==> src/pkg/crm_cfg.svh <==
// Purpose: offsets, field positions, reset values and timing for the clock/reset mode control
// Assumes: 40 MHz system clock, byte registers on a 32-bit classic wishbone port
// Notes: register byte address is four times the index below
`ifndef CRM_CFG_SVH
`define CRM_CFG_SVH
// ----------------------------------------------------------------
// register indices
// ----------------------------------------------------------------
`define CRM_IDX_LOOP_MULT 4'h0
`define CRM_IDX_REF_DIV 4'h1
`define CRM_IDX_FACT_FLAGS 4'h2
`define CRM_IDX_STATUS 4'h3
`define CRM_IDX_IRQ_EN 4'h4
`define CRM_IDX_CLK_SEL 4'h5
`define CRM_IDX_LOOP_CTL 4'h6
`define CRM_IDX_TICK_CTL 4'h7
`define CRM_IDX_WD_CTL 4'h8
`define CRM_IDX_FACT_BYP 4'h9
`define CRM_IDX_FACT_CTL 4'ha
`define CRM_IDX_WD_SVC 4'hb
// ----------------------------------------------------------------
// field positions
// ----------------------------------------------------------------
`define CRM_CS_PLL 7
`define CRM_CS_KEEP 6
`define CRM_CS_SYSW 5
`define CRM_CS_PLLW 3
`define CRM_CS_COREW 2
`define CRM_CS_TICKW 1
`define CRM_CS_WDW 0
`define CRM_LC_MON 7
`define CRM_LC_AUTO 5
`define CRM_LC_PWD 2
`define CRM_LC_PTK 1
`define CRM_LC_FB 0
`define CRM_WC_WIN 7
// ----------------------------------------------------------------
// reset values, keys, timing
// ----------------------------------------------------------------
`define CRM_RST_LCTL 8'ha1
`define CRM_KEY_ARM 8'h55
`define CRM_KEY_CLR 8'haa
`define CRM_CLK_NS 25
`define CRM_RST_PULSE_NS 400
`define CRM_RST_PULSE_CYC ((`CRM_RST_PULSE_NS + `CRM_CLK_NS - 1) / `CRM_CLK_NS)
`endif

==> src/pkg/crm_pkg.sv <==
// Purpose: types for the clock/reset mode control
// Assumes: constants live in crm_cfg.svh
// Notes: whole module state is one packed struct
package crm_pkg;
    typedef enum logic [4:0]
    {
        mode_run = 5'b00001,
        mode_wait = 5'b00010,
        mode_fstop = 5'b00100,
        mode_pstop = 5'b01000,
        mode_fb = 5'b10000
    } crm_mode_t;

    typedef struct packed {
        crm_mode_t mode;
        logic [6:0] s1;
        logic [6:0] s2;
        logic [7:0] mult;
        logic [7:0] refdiv;
        logic [7:0] ie;
        logic [7:0] csel;
        logic [7:0] lctl;
        logic [7:0] tctl;
        logic [7:0] wctl;
        logic tick_f;
        logic por_f;
        logic lvr_f;
        logic lockc_f;
        logic fbc_f;
        logic lock_prev;
        logic wd_armed;
        logic [15:0] wd_cnt;
        logic [15:0] tk_cnt;
        logic [4:0] rst_cnt;
        logic sys_rst;
        logic div;
        logic irq;
        logic ack;
        logic [7:0] rdat;
    } crm_state_t;
endpackage : crm_pkg

==> src/design/crm_top.sv <==
// Purpose: run/wait/stop/fallback mode control, reset sources, register file
// Assumes: mode requests come from logic on sys_clk_i; pll and pin levels are asynchronous
// Notes: one packed struct holds all state
`timescale 1ns/100ps
`default_nettype none
`include "crm_cfg.svh"
module crm_top
(
    input wire logic sys_clk_i,
    input wire logic rst_i,
    input wire logic wb_cyc_i,
    input wire logic wb_stb_i,
    input wire logic wb_we_i,
    input wire logic [5:0] wb_adr_i,
    input wire logic [3:0] wb_sel_i,
    input wire logic [31:0] wb_dat_i,
    output logic [31:0] wb_dat_o,
    output logic wb_ack_o,
    input wire logic wait_req_i,
    input wire logic stop_req_i,
    input wire logic osc_loss_i,
    input wire logic quality_ok_i,
    input wire logic pll_lock_i,
    input wire logic pll_track_i,
    input wire logic por_i,
    input wire logic lvr_i,
    input wire logic rst_pin_i,
    output logic rst_pin_o,
    output logic rst_pin_oe_o,
    output logic sys_rst_o,
    output logic osc_en_o,
    output logic sys_clk_en_o,
    output logic core_clk_en_o,
    output logic bus_clk_en_o,
    output logic use_pll_o,
    output logic quality_check_o,
    output logic fallback_o,
    output logic irq_o
);
    // ----------------------------------------------------------------
    // decode and synchronised inputs
    // ----------------------------------------------------------------
    crm_pkg::crm_state_t s_q;
    crm_pkg::crm_state_t s_d;
    logic [3:0] idx;
    logic req;
    logic wr_go;
    logic [7:0] wd8;
    logic loss_s, qual_s, lock_s, track_s, por_s, lvr_s, pin_s;
    logic is_fb;
    logic sys_run;
    logic fb_go;
    logic loss_rst;
    logic [15:0] wd_lim;
    logic [15:0] tk_lim;
    logic wd_open;
    logic osc_tick;
    logic wd_run;
    logic tk_run;
    logic wd_to;
    logic pll_bad;
    logic trig;

    // byte address is four times the index, lane 0 carries the data
    assign idx = wb_adr_i[5:2];
    assign req = wb_cyc_i & wb_stb_i;
    assign wr_go = req & wb_we_i & wb_sel_i[0] & s_q.ack & ~s_q.sys_rst;
    assign wd8 = wb_dat_i[7:0];
    // only second-stage flops are read
    assign {pin_s, lvr_s, por_s, track_s, lock_s, qual_s, loss_s} = s_q.s2;
    assign is_fb = (s_q.mode == crm_pkg::mode_fb);

    // mode-dependent clock gating
    assign sys_run = (s_q.mode == crm_pkg::mode_run) | is_fb
                   | ((s_q.mode == crm_pkg::mode_wait) & ~s_q.csel[`CRM_CS_SYSW]);
    assign osc_en_o = (s_q.mode != crm_pkg::mode_fstop);
    assign sys_clk_en_o = sys_run;
    assign core_clk_en_o = (s_q.mode == crm_pkg::mode_run) | is_fb
                         | ((s_q.mode == crm_pkg::mode_wait) & ~s_q.csel[`CRM_CS_COREW]);
    // half-rate enable off the selected source
    assign bus_clk_en_o = sys_run & s_q.div;
    assign use_pll_o = s_q.csel[`CRM_CS_PLL] | is_fb;
    assign quality_check_o = is_fb;
    assign fallback_o = is_fb;
    assign irq_o = s_q.irq;
    assign sys_rst_o = s_q.sys_rst;
    // open drain: only ever pulls low
    assign rst_pin_o = 1'b0;
    assign rst_pin_oe_o = (s_q.rst_cnt != 5'h00);
    assign wb_ack_o = s_q.ack;
    assign wb_dat_o = {24'h000000, s_q.rdat};

    // ----------------------------------------------------------------
    // mode, reset and counter conditions
    // ----------------------------------------------------------------
    // fallback only with both enables and a reported loss
    assign fb_go = s_q.lctl[`CRM_LC_MON] & s_q.lctl[`CRM_LC_FB] & loss_s
                 & ~is_fb & (s_q.mode != crm_pkg::mode_fstop);
    assign loss_rst = s_q.lctl[`CRM_LC_MON] & ~s_q.lctl[`CRM_LC_FB] & loss_s
                    & (s_q.mode != crm_pkg::mode_fstop);
    assign wd_lim = {s_q.wctl[2:0], 13'h1fff};
    assign tk_lim = {s_q.tctl[6:0], 9'h1ff};
    // with the window on, service only in the last quarter of the period
    assign wd_open = ~s_q.wctl[`CRM_WC_WIN] | (s_q.wd_cnt >= (wd_lim - {2'b00, wd_lim[15:2]}));
    assign osc_tick = osc_en_o & s_q.div;
    // counters freeze in full stop; pseudo stop follows its enables
    always_comb
    begin
        wd_run = 1'b0;
        tk_run = 1'b0;
        unique case (s_q.mode)
            crm_pkg::mode_run, crm_pkg::mode_fb:
            begin
                wd_run = 1'b1;
                tk_run = 1'b1;
            end
            crm_pkg::mode_wait:
            begin
                wd_run = ~s_q.csel[`CRM_CS_WDW];
                tk_run = ~s_q.csel[`CRM_CS_TICKW];
            end
            crm_pkg::mode_pstop:
            begin
                wd_run = s_q.lctl[`CRM_LC_PWD];
                tk_run = s_q.lctl[`CRM_LC_PTK];
            end
            default:
            begin
                wd_run = 1'b0;
                tk_run = 1'b0;
            end
        endcase
    end
    assign wd_to = wd_run & osc_tick & (s_q.wctl[2:0] != 3'h0) & (s_q.wd_cnt == wd_lim);
    // loop clock refused while lock (auto) or track (manual) is absent
    assign pll_bad = s_q.lctl[`CRM_LC_AUTO] ? ~lock_s : ~track_s;

    // ----------------------------------------------------------------
    // next-state logic
    // ----------------------------------------------------------------
    always_comb
    begin
        logic wd_bad;
        logic [7:0] stat;
        logic [7:0] rd;
        wd_bad = 1'b0;
        stat = {s_q.tick_f, s_q.por_f, s_q.lvr_f, s_q.lockc_f, lock_s & ~is_fb,
                track_s & ~is_fb, s_q.fbc_f, is_fb};
        rd = 8'h00;
        s_d = s_q;
        s_d.s1 = {~rst_pin_i, lvr_i, por_i, pll_track_i, pll_lock_i, quality_ok_i, osc_loss_i};
        s_d.s2 = s_q.s1;
        s_d.div = osc_en_o ? ~s_q.div : s_q.div;
        s_d.lock_prev = lock_s;

        // read mux, factory registers read zero
        unique case (idx)
            `CRM_IDX_LOOP_MULT: rd = s_q.mult;
            `CRM_IDX_REF_DIV: rd = s_q.refdiv;
            `CRM_IDX_STATUS: rd = stat;
            `CRM_IDX_IRQ_EN: rd = s_q.ie;
            `CRM_IDX_CLK_SEL: rd = s_q.csel;
            `CRM_IDX_LOOP_CTL: rd = s_q.lctl;
            `CRM_IDX_TICK_CTL: rd = s_q.tctl;
            `CRM_IDX_WD_CTL: rd = s_q.wctl;
            default: rd = 8'h00;
        endcase
        // one wait state: ack the cycle after the request is seen
        s_d.ack = req & ~s_q.ack;
        s_d.rdat = (req & ~s_q.ack & ~wb_we_i) ? rd : 8'h00;

        // register writes; clears come first so a same-cycle set wins
        if (wr_go)
        begin
            unique case (idx)
                `CRM_IDX_LOOP_MULT: if (!s_q.csel[`CRM_CS_PLL]) s_d.mult = wd8;
                `CRM_IDX_REF_DIV: if (!s_q.csel[`CRM_CS_PLL]) s_d.refdiv = wd8;
                `CRM_IDX_STATUS:
                begin
                    s_d.tick_f = s_q.tick_f & ~wd8[7];
                    s_d.por_f = s_q.por_f & ~wd8[6];
                    s_d.lvr_f = s_q.lvr_f & ~wd8[5];
                    s_d.lockc_f = s_q.lockc_f & ~wd8[4];
                    s_d.fbc_f = s_q.fbc_f & ~wd8[1];
                end
                `CRM_IDX_IRQ_EN: s_d.ie = wd8 & 8'h92;
                `CRM_IDX_CLK_SEL:
                begin
                    s_d.csel = wd8;
                    if (wd8[`CRM_CS_PLL] & pll_bad)
                        s_d.csel[`CRM_CS_PLL] = s_q.csel[`CRM_CS_PLL];
                end
                `CRM_IDX_LOOP_CTL:
                begin
                    s_d.lctl = wd8;
                    if (is_fb)
                        s_d.lctl[`CRM_LC_MON] = s_q.lctl[`CRM_LC_MON];
                end
                `CRM_IDX_TICK_CTL: s_d.tctl = wd8;
                `CRM_IDX_WD_CTL: s_d.wctl = wd8;
                `CRM_IDX_WD_SVC:
                begin
                    // arm key then clear key, both inside the window
                    if (s_q.wctl[2:0] != 3'h0)
                    begin
                        if (wd_open & (wd8 == `CRM_KEY_ARM))
                            s_d.wd_armed = 1'b1;
                        else if (wd_open & s_q.wd_armed & (wd8 == `CRM_KEY_CLR))
                        begin
                            s_d.wd_armed = 1'b0;
                            s_d.wd_cnt = 16'h0000;
                        end
                        else
                            wd_bad = 1'b1;
                    end
                end
                default: ;
            endcase
        end

        // mode sequencing
        unique case (s_q.mode)
            crm_pkg::mode_run:
            begin
                if (stop_req_i)
                begin
                    s_d.mode = s_q.csel[`CRM_CS_KEEP] ? crm_pkg::mode_pstop : crm_pkg::mode_fstop;
                    s_d.csel[`CRM_CS_PLL] = 1'b0;
                end
                else if (wait_req_i)
                begin
                    s_d.mode = crm_pkg::mode_wait;
                    if (s_q.csel[`CRM_CS_PLLW])
                        s_d.csel[`CRM_CS_PLL] = 1'b0;
                end
            end
            crm_pkg::mode_wait: if (!wait_req_i) s_d.mode = crm_pkg::mode_run;
            crm_pkg::mode_fstop, crm_pkg::mode_pstop: if (!stop_req_i) s_d.mode = crm_pkg::mode_run;
            crm_pkg::mode_fb: if (qual_s) s_d.mode = crm_pkg::mode_run;
            default: s_d.mode = crm_pkg::mode_run;
        endcase
        if (fb_go)
        begin
            s_d.mode = crm_pkg::mode_fb;
            s_d.csel[`CRM_CS_PLL] = 1'b0;
        end

        // watchdog and periodic tick; a wait-stop bit also clears its counter
        if ((s_q.mode == crm_pkg::mode_wait) & s_q.csel[`CRM_CS_WDW])
            s_d.wd_cnt = 16'h0000;
        else if (wd_run & osc_tick & (s_q.wctl[2:0] != 3'h0))
            s_d.wd_cnt = wd_to ? 16'h0000 : s_q.wd_cnt + 16'h0001;
        if ((s_q.mode == crm_pkg::mode_wait) & s_q.csel[`CRM_CS_TICKW])
            s_d.tk_cnt = 16'h0000;
        else if (tk_run & osc_tick & (s_q.tctl[6:0] != 7'h00))
            s_d.tk_cnt = (s_q.tk_cnt == tk_lim) ? 16'h0000 : s_q.tk_cnt + 16'h0001;

        // hardware sets, after the clears
        if (tk_run & osc_tick & (s_q.tctl[6:0] != 7'h00) & (s_q.tk_cnt == tk_lim))
            s_d.tick_f = 1'b1;
        if (lock_s != s_q.lock_prev)
            s_d.lockc_f = 1'b1;
        if (por_s)
            s_d.por_f = 1'b1;
        if (lvr_s)
            s_d.lvr_f = 1'b1;

        // internal reset sources stretch a low pulse on the pin
        trig = por_s | lvr_s | wd_to | wd_bad | loss_rst;
        if (trig)
            s_d.rst_cnt = 5'(`CRM_RST_PULSE_CYC);
        else if (s_q.rst_cnt != 5'h00)
            s_d.rst_cnt = s_q.rst_cnt - 5'h01;
        s_d.sys_rst = trig | (s_q.rst_cnt != 5'h00) | pin_s;
        if (s_q.sys_rst)
        begin
            // system reset re-initialises control, keeps the cause flags
            s_d.mode = crm_pkg::mode_run;
            s_d.mult = 8'h00;
            s_d.refdiv = 8'h00;
            s_d.ie = 8'h00;
            s_d.csel = 8'h00;
            s_d.lctl = `CRM_RST_LCTL;
            s_d.tctl = 8'h00;
            s_d.wctl = 8'h00;
            s_d.wd_cnt = 16'h0000;
            s_d.tk_cnt = 16'h0000;
            s_d.wd_armed = 1'b0;
        end
        if ((s_d.mode == crm_pkg::mode_fb) != is_fb) // after the reset override, so a reset out of fallback counts
            s_d.fbc_f = 1'b1;
        s_d.irq = |(stat & s_q.ie);
    end

    // ----------------------------------------------------------------
    // state register
    // ----------------------------------------------------------------
    // async reset loads constants only
    always_ff @(posedge sys_clk_i or posedge rst_i)
    begin
        if (rst_i)
        begin
            s_q <= '0;
            s_q.mode <= crm_pkg::mode_run;
            s_q.lctl <= `CRM_RST_LCTL;
        end
        else
            s_q <= s_d;
    end

    // ----------------------------------------------------------------
    // checks
    // ----------------------------------------------------------------
    property p_full_stop;
        @(posedge sys_clk_i) disable iff (rst_i)
        (s_q.mode == crm_pkg::mode_run) && stop_req_i && !s_q.csel[`CRM_CS_KEEP] && !fb_go && !s_q.sys_rst
        |=> !osc_en_o && !sys_clk_en_o ##1 ($stable(s_q.wd_cnt) || s_q.sys_rst);
    endproperty
    a_full_stop: assert property (p_full_stop) else $error("full stop left oscillator or counter running");
    property p_pseudo_stop;
        @(posedge sys_clk_i) disable iff (rst_i)
        (s_q.mode == crm_pkg::mode_run) && stop_req_i && s_q.csel[`CRM_CS_KEEP] && !fb_go && !s_q.sys_rst
        |=> osc_en_o && !sys_clk_en_o && !core_clk_en_o;
    endproperty
    a_pseudo_stop: assert property (p_pseudo_stop) else $error("pseudo stop clock gating wrong");
    property p_pstop_frozen;
        @(posedge sys_clk_i) disable iff (rst_i)
        (s_q.mode == crm_pkg::mode_pstop) && !s_q.lctl[`CRM_LC_PTK] && !s_q.sys_rst && !fb_go
        |=> (s_q.tk_cnt == $past(s_q.tk_cnt)) || s_q.sys_rst;
    endproperty
    a_pstop_frozen: assert property (p_pstop_frozen) else $error("tick counter moved in pseudo stop");
    property p_fb_entry;
        @(posedge sys_clk_i) disable iff (rst_i)
        fb_go && !s_q.sys_rst |=> fallback_o && quality_check_o && !s_q.csel[`CRM_CS_PLL];
    endproperty
    a_fb_entry: assert property (p_fb_entry) else $error("fallback not entered on clock loss");
    property p_fb_hold;
        @(posedge sys_clk_i) disable iff (rst_i)
        is_fb && !qual_s && !s_q.sys_rst |=> is_fb;
    endproperty
    a_fb_hold: assert property (p_fb_hold) else $error("fallback left before quality check");
    property p_pin_pulse;
        @(posedge sys_clk_i) disable iff (rst_i)
        trig |=> (rst_pin_oe_o && sys_rst_o) [*8];
    endproperty
    a_pin_pulse: assert property (p_pin_pulse) else $error("reset pin pulse too short");
    property p_lock_flag;
        @(posedge sys_clk_i) disable iff (rst_i)
        (lock_s != s_q.lock_prev) && s_q.ie[4] |=> s_q.lockc_f ##1 irq_o;
    endproperty
    a_lock_flag: assert property (p_lock_flag) else $error("lock change not flagged");
    property p_fb_flag;
        @(posedge sys_clk_i) disable iff (rst_i)
        $changed(is_fb) |-> s_q.fbc_f;
    endproperty
    a_fb_flag: assert property (p_fb_flag) else $error("fallback change flag not set");
    property p_pll_guard;
        @(posedge sys_clk_i) disable iff (rst_i)
        wr_go && (idx == `CRM_IDX_CLK_SEL) && wd8[`CRM_CS_PLL] && pll_bad && !s_q.csel[`CRM_CS_PLL]
        |=> !s_q.csel[`CRM_CS_PLL];
    endproperty
    a_pll_guard: assert property (p_pll_guard) else $error("loop select taken while unstable");
    property p_half_rate;
        @(posedge sys_clk_i) disable iff (rst_i)
        bus_clk_en_o && sys_clk_en_o |=> !bus_clk_en_o ##1 (bus_clk_en_o || !sys_clk_en_o);
    endproperty
    a_half_rate: assert property (p_half_rate) else $error("bus enable not half rate");
    property p_ack;
        @(posedge sys_clk_i) disable iff (rst_i)
        req && !wb_ack_o |=> wb_ack_o ##1 !wb_ack_o;
    endproperty
    a_ack: assert property (p_ack) else $error("bus ack timing wrong");
endmodule : crm_top
`default_nettype wire

==> config.mk <==
export PLATFORM = sky130hd
export DESIGN_NAME = crm_top
export DESIGN_NICKNAME = d
export VERILOG_FILES = /design/src/pkg/crm_pkg.sv /design/src/design/crm_top.sv
export VERILOG_INCLUDE_DIRS = /design/src /design/src/pkg
export SDC_FILE = /design/constraint.sdc
export NUM_CORES = 1
export LEC_CHECK = 0
export BUFFER_PORTS_ARGS = -buffer_cell sky130_fd_sc_hd__buf_2
export CORE_MARGIN = 5
export CORE_UTILIZATION = 55
export CTS_CLUSTER_SIZE = 40
export DETAILED_ROUTE_END_ITERATION = 8
export PLACE_DENSITY = 0.86
export SETUP_SLACK_MARGIN = 0.1
export SYNTH_ARGS = -nofsm -noshare
export SYNTH_HDL_FRONTEND = slang
export SYNTH_SLANG_ARGS = --single-unit
==> constraint.sdc <==
create_clock -name sys_clk_i -period 7.5 [get_ports sys_clk_i]
set_input_delay 0.375 -clock sys_clk_i [delete_from_list [all_inputs] [get_ports sys_clk_i]]
set_output_delay 0.375 -clock sys_clk_i [all_outputs]
set_load 0.05 [all_outputs]
==> flow_metrics.tcl <==
set metrics [dict create \
    status "finished clean" \
    insertion_delay_ns 0.43 \
    max_freq_mhz 297.7 \
    clk_path_buf_depth 2 \
    drt_iter0_markers 583 \
    cts_tree "done" \
    path_max_fanout 15 \
    die_width_um 121.6 \
    yosysTopAreaCell "dfrtp_1" \
    grt_pass1_wl_mm 27.43 \
    yosysUniqueCellTypes 67 \
    synth_edf_count 0 \
    avgSynthCellArea_um2 9.426 \
    synth.ff_latch_count 126 \
    drt_drc_violations_left 0 \
    rrSetupSlack_ns 4.14 \
    coreArea_mm2 0.01211 \
    pwr-share-clk_pct 48.2 \
    clock-root-buffer "clkbuf_16" \
    wl_per_cell_um 17.93 \
    overflow 0 \
    cts_setup_buffers 0 \
    cp-end-kind "flip-flop" \
    comb_power_share_pct 7.2 \
    maxSlewHeadroom_pct 13.39 \
    cp.required_ns 7.86 \
    ys_seq_area_share_pct 46.08 \
    power_density_mw_per_mm2 205.7 \
    cts_made_buffers 17 \
    io_pins 100 \
    route.antenna.remaining_nets 0 \
    via_count 5576 \
    synth_area_leaders "dfrtp_1 (45%), mux2i_1 (5.4%), nor2_1 (3.9%), nand2_1 (3.9%), buf_4 (3.8%)" \
    hpwl_mm 11.53 \
    min_path_type "in2async" \
    drv_cap 0 \
    final.fill_count 1033 \
    clock_sinks 126 \
    synth_area_mm2 0.006853 \
    critPathKind "reg2reg" \
    initial_core_util_pct 56.58 \
    via_per_inst 5.964 \
    startpoint_type "flip-flop" \
    die_h_um 121.6 \
    ys.flop_type "dfrtp_1" \
    path_clk_slew_ns 0.05 \
    firstDrtPassIters 7 \
    ys_warn_count 0 \
    drive_gt1_share_pct 12.39 \
    maxSlewViolCount 0 \
    fin_nets 824 \
    fin_crit_ns 3.359 \
    r2r_cells 11 \
    r2r_end "s_q[33]" \
    grt.total_usage_pct 23.53 \
    seq_power_share_pct 44.6 \
    row_count 40 \
    switching_share_pct 24.33 \
    antenna_found_initial 0 \
    finClkSkew_ns 0.008945 \
    first_global_vias 5361 \
    hold_buffers 0 \
    p_int_w 0.001178 \
    total_switching_power_w 0.0003788 \
    port_buffers 45 \
    finalHoldViolCount 0 \
    setup_viol 0 \
    leakagePower_nw 3.473 \
    setup_tns_ns 0 \
    tightest_slew_ns 1.293 \
    yosysMostFrequentCell "dfrtp_1" \
    antenna_cells 0 \
    htreeDepth 4 \
    r2r-start "s_q[56]" \
    post-route-period-util_pct 44.79 \
    synthArstFlopShare_pct 100.0 \
    placed_cell_area_mm2 0.007038 \
    gp_congestion 0.9332 \
    rsz0062_at_grt "false" \
    synthesis.instances 727 \
    netlist_top_cells_count "dfrtp_1 (122), nor2_1 (72), nand2_1 (71)" \
    cts_resized 0 \
    worstPathArrival_ns 3.71 \
    area_growth_pct 10.46 \
    drt-total-wl_mm 16.77 \
    stdcell_area_mm2 0.007570 \
    die_area_mm2 0.01479 \
    power_w 0.001557 \
    yosysTopAreaCellShare_pct 44.55 \
    grt_max_degree 83 \
    max-vdd-ir-drop_uv 155.7 \
]
through the flow:
step	instances	setup slack [ns]	hold slack (ns)	utilization [%]
floorplan	751	3.776	0.3312	-
global placement	905	4.231	0.3336	58.11
detailed placement	905	4.137	0.3393	58.11
CTS	935	4.121	0.02599	62.50
global route	935	3.892	0.04282	62.50
finish	935	4.141	0.009278	62.50
flip-flops by register name (all words and copies together), names as in the netlist:
name	cells
s_d	7
wb_ack_o	1
por_s	1
wb_dat_o	8
lock_s	1
lvr_s	1
pin_s	1
s_q	102
irq_o	1
loss_s	1
sys_rst_o	1
qual_s	1
cells in the final DEF, fill, tap and decap left out, types with 7 or more instances in the layout:
master / instances
a211o_1: 11
dfrtp_1: 122
and3_1: 12
a22o_1: 9
ha_1: 12
conb_1: 25
nand3_1: 21
xnor2_1: 21
or3_1: 12
buf_2: 45
nor2_1: 72
a21o_1: 8
nand2_1: 71
nor2b_1: 8
clkbuf_16: 17
a21oi_1: 42
nand4_1: 9
inv_1: 23
nor3_1: 16
mux2i_1: 37
or4_1: 12
nand2b_1: 7
o21ai_0: 38
worst max-delay path by stage:
| stage | end | start | cells after the start | slack (ns) |
|---|---|---|---|---|
| global placement | s_q[33] | s_q[56] | 11 | 4.23 |
| global route | s_q[33] | s_q[56] | 11 | 3.89 |
| CTS | s_q[33] | s_q[56] | 11 | 4.12 |
| finish | s_q[33] | s_q[56] | 11 | 4.14 |
| floorplan | irq_o | rst_i | 1 | 3.78 |
| detailed placement | s_q[33] | s_q[56] | 11 | 4.14 |
cell type report:
class | instances | area (um2) | area share, %
Clock buffer | 22 | 464.2 | 6.132
Sequential cell | 126 | 3158 | 41.72
Timing Repair Buffer | 51 | 270.3 | 3.570
Inverter | 24 | 92.59 | 1.223
Multi-Input combinational cell | 536 | 3307 | 43.69
Tap cell | 168 | 210.2 | 2.777
Clock inverter | 8 | 67.56 | 0.8926
power groups by stage:
stage	sequential [W]	combinational (W)	clock (W)
after floorplan	0.000705	0.0000939	0
after global placement	0.000706	0.000109	0
after detailed placement	0.000706	0.000110	0
after CTS	0.000694	0.000111	0.000759
after global routing	0.000695	0.000121	0.000796
final	0.000695	0.000111	0.000751
critical path, stage by stage, from the launching register on:
cell	delay, ns
dfrtp_1	0.44
inv_1	0.09
ha_1	0.21
ha_1	0.19
xnor2_1	0.12
ha_1	0.32
nand4_1	0.16
o2111ai_1	0.14
o311ai_1	0.41
o21bai_2	0.12
nor3_2	0.80
mux2_2	0.29
cell families (layout without fill, tap and decap cells):
kind of cell | Yosys count | count (layout) | synth area share, %
AO/OA/AOI/OAI | 153 | 153 | 14.66
XOR/XNOR | 26 | 26 | 3.323
adder cells (fa/ha/maj) | 12 | 12 | 2.191
buffers and inverters | 89 | 105 | 6.975
flip-flops | 126 | 126 | 46.08
multiplexers | 41 | 41 | 6.062
other | 1 | 25 | 0.05472
AND/OR/NAND/NOR | 279 | 279 | 20.65
metal layers:
layer	global-route usage (%)	share of wire (%)	vias to the layer above	wire, um
li1	-	-	2592	-
met1	30.68	42	2716	7016
met2	36.86	48	220	8035
met3	7.103	7.6	48	1278
met4	9.454	2.6	0	437
met5	0	0	-	0
No activity file was read; power rests on OpenSTA's default activity.
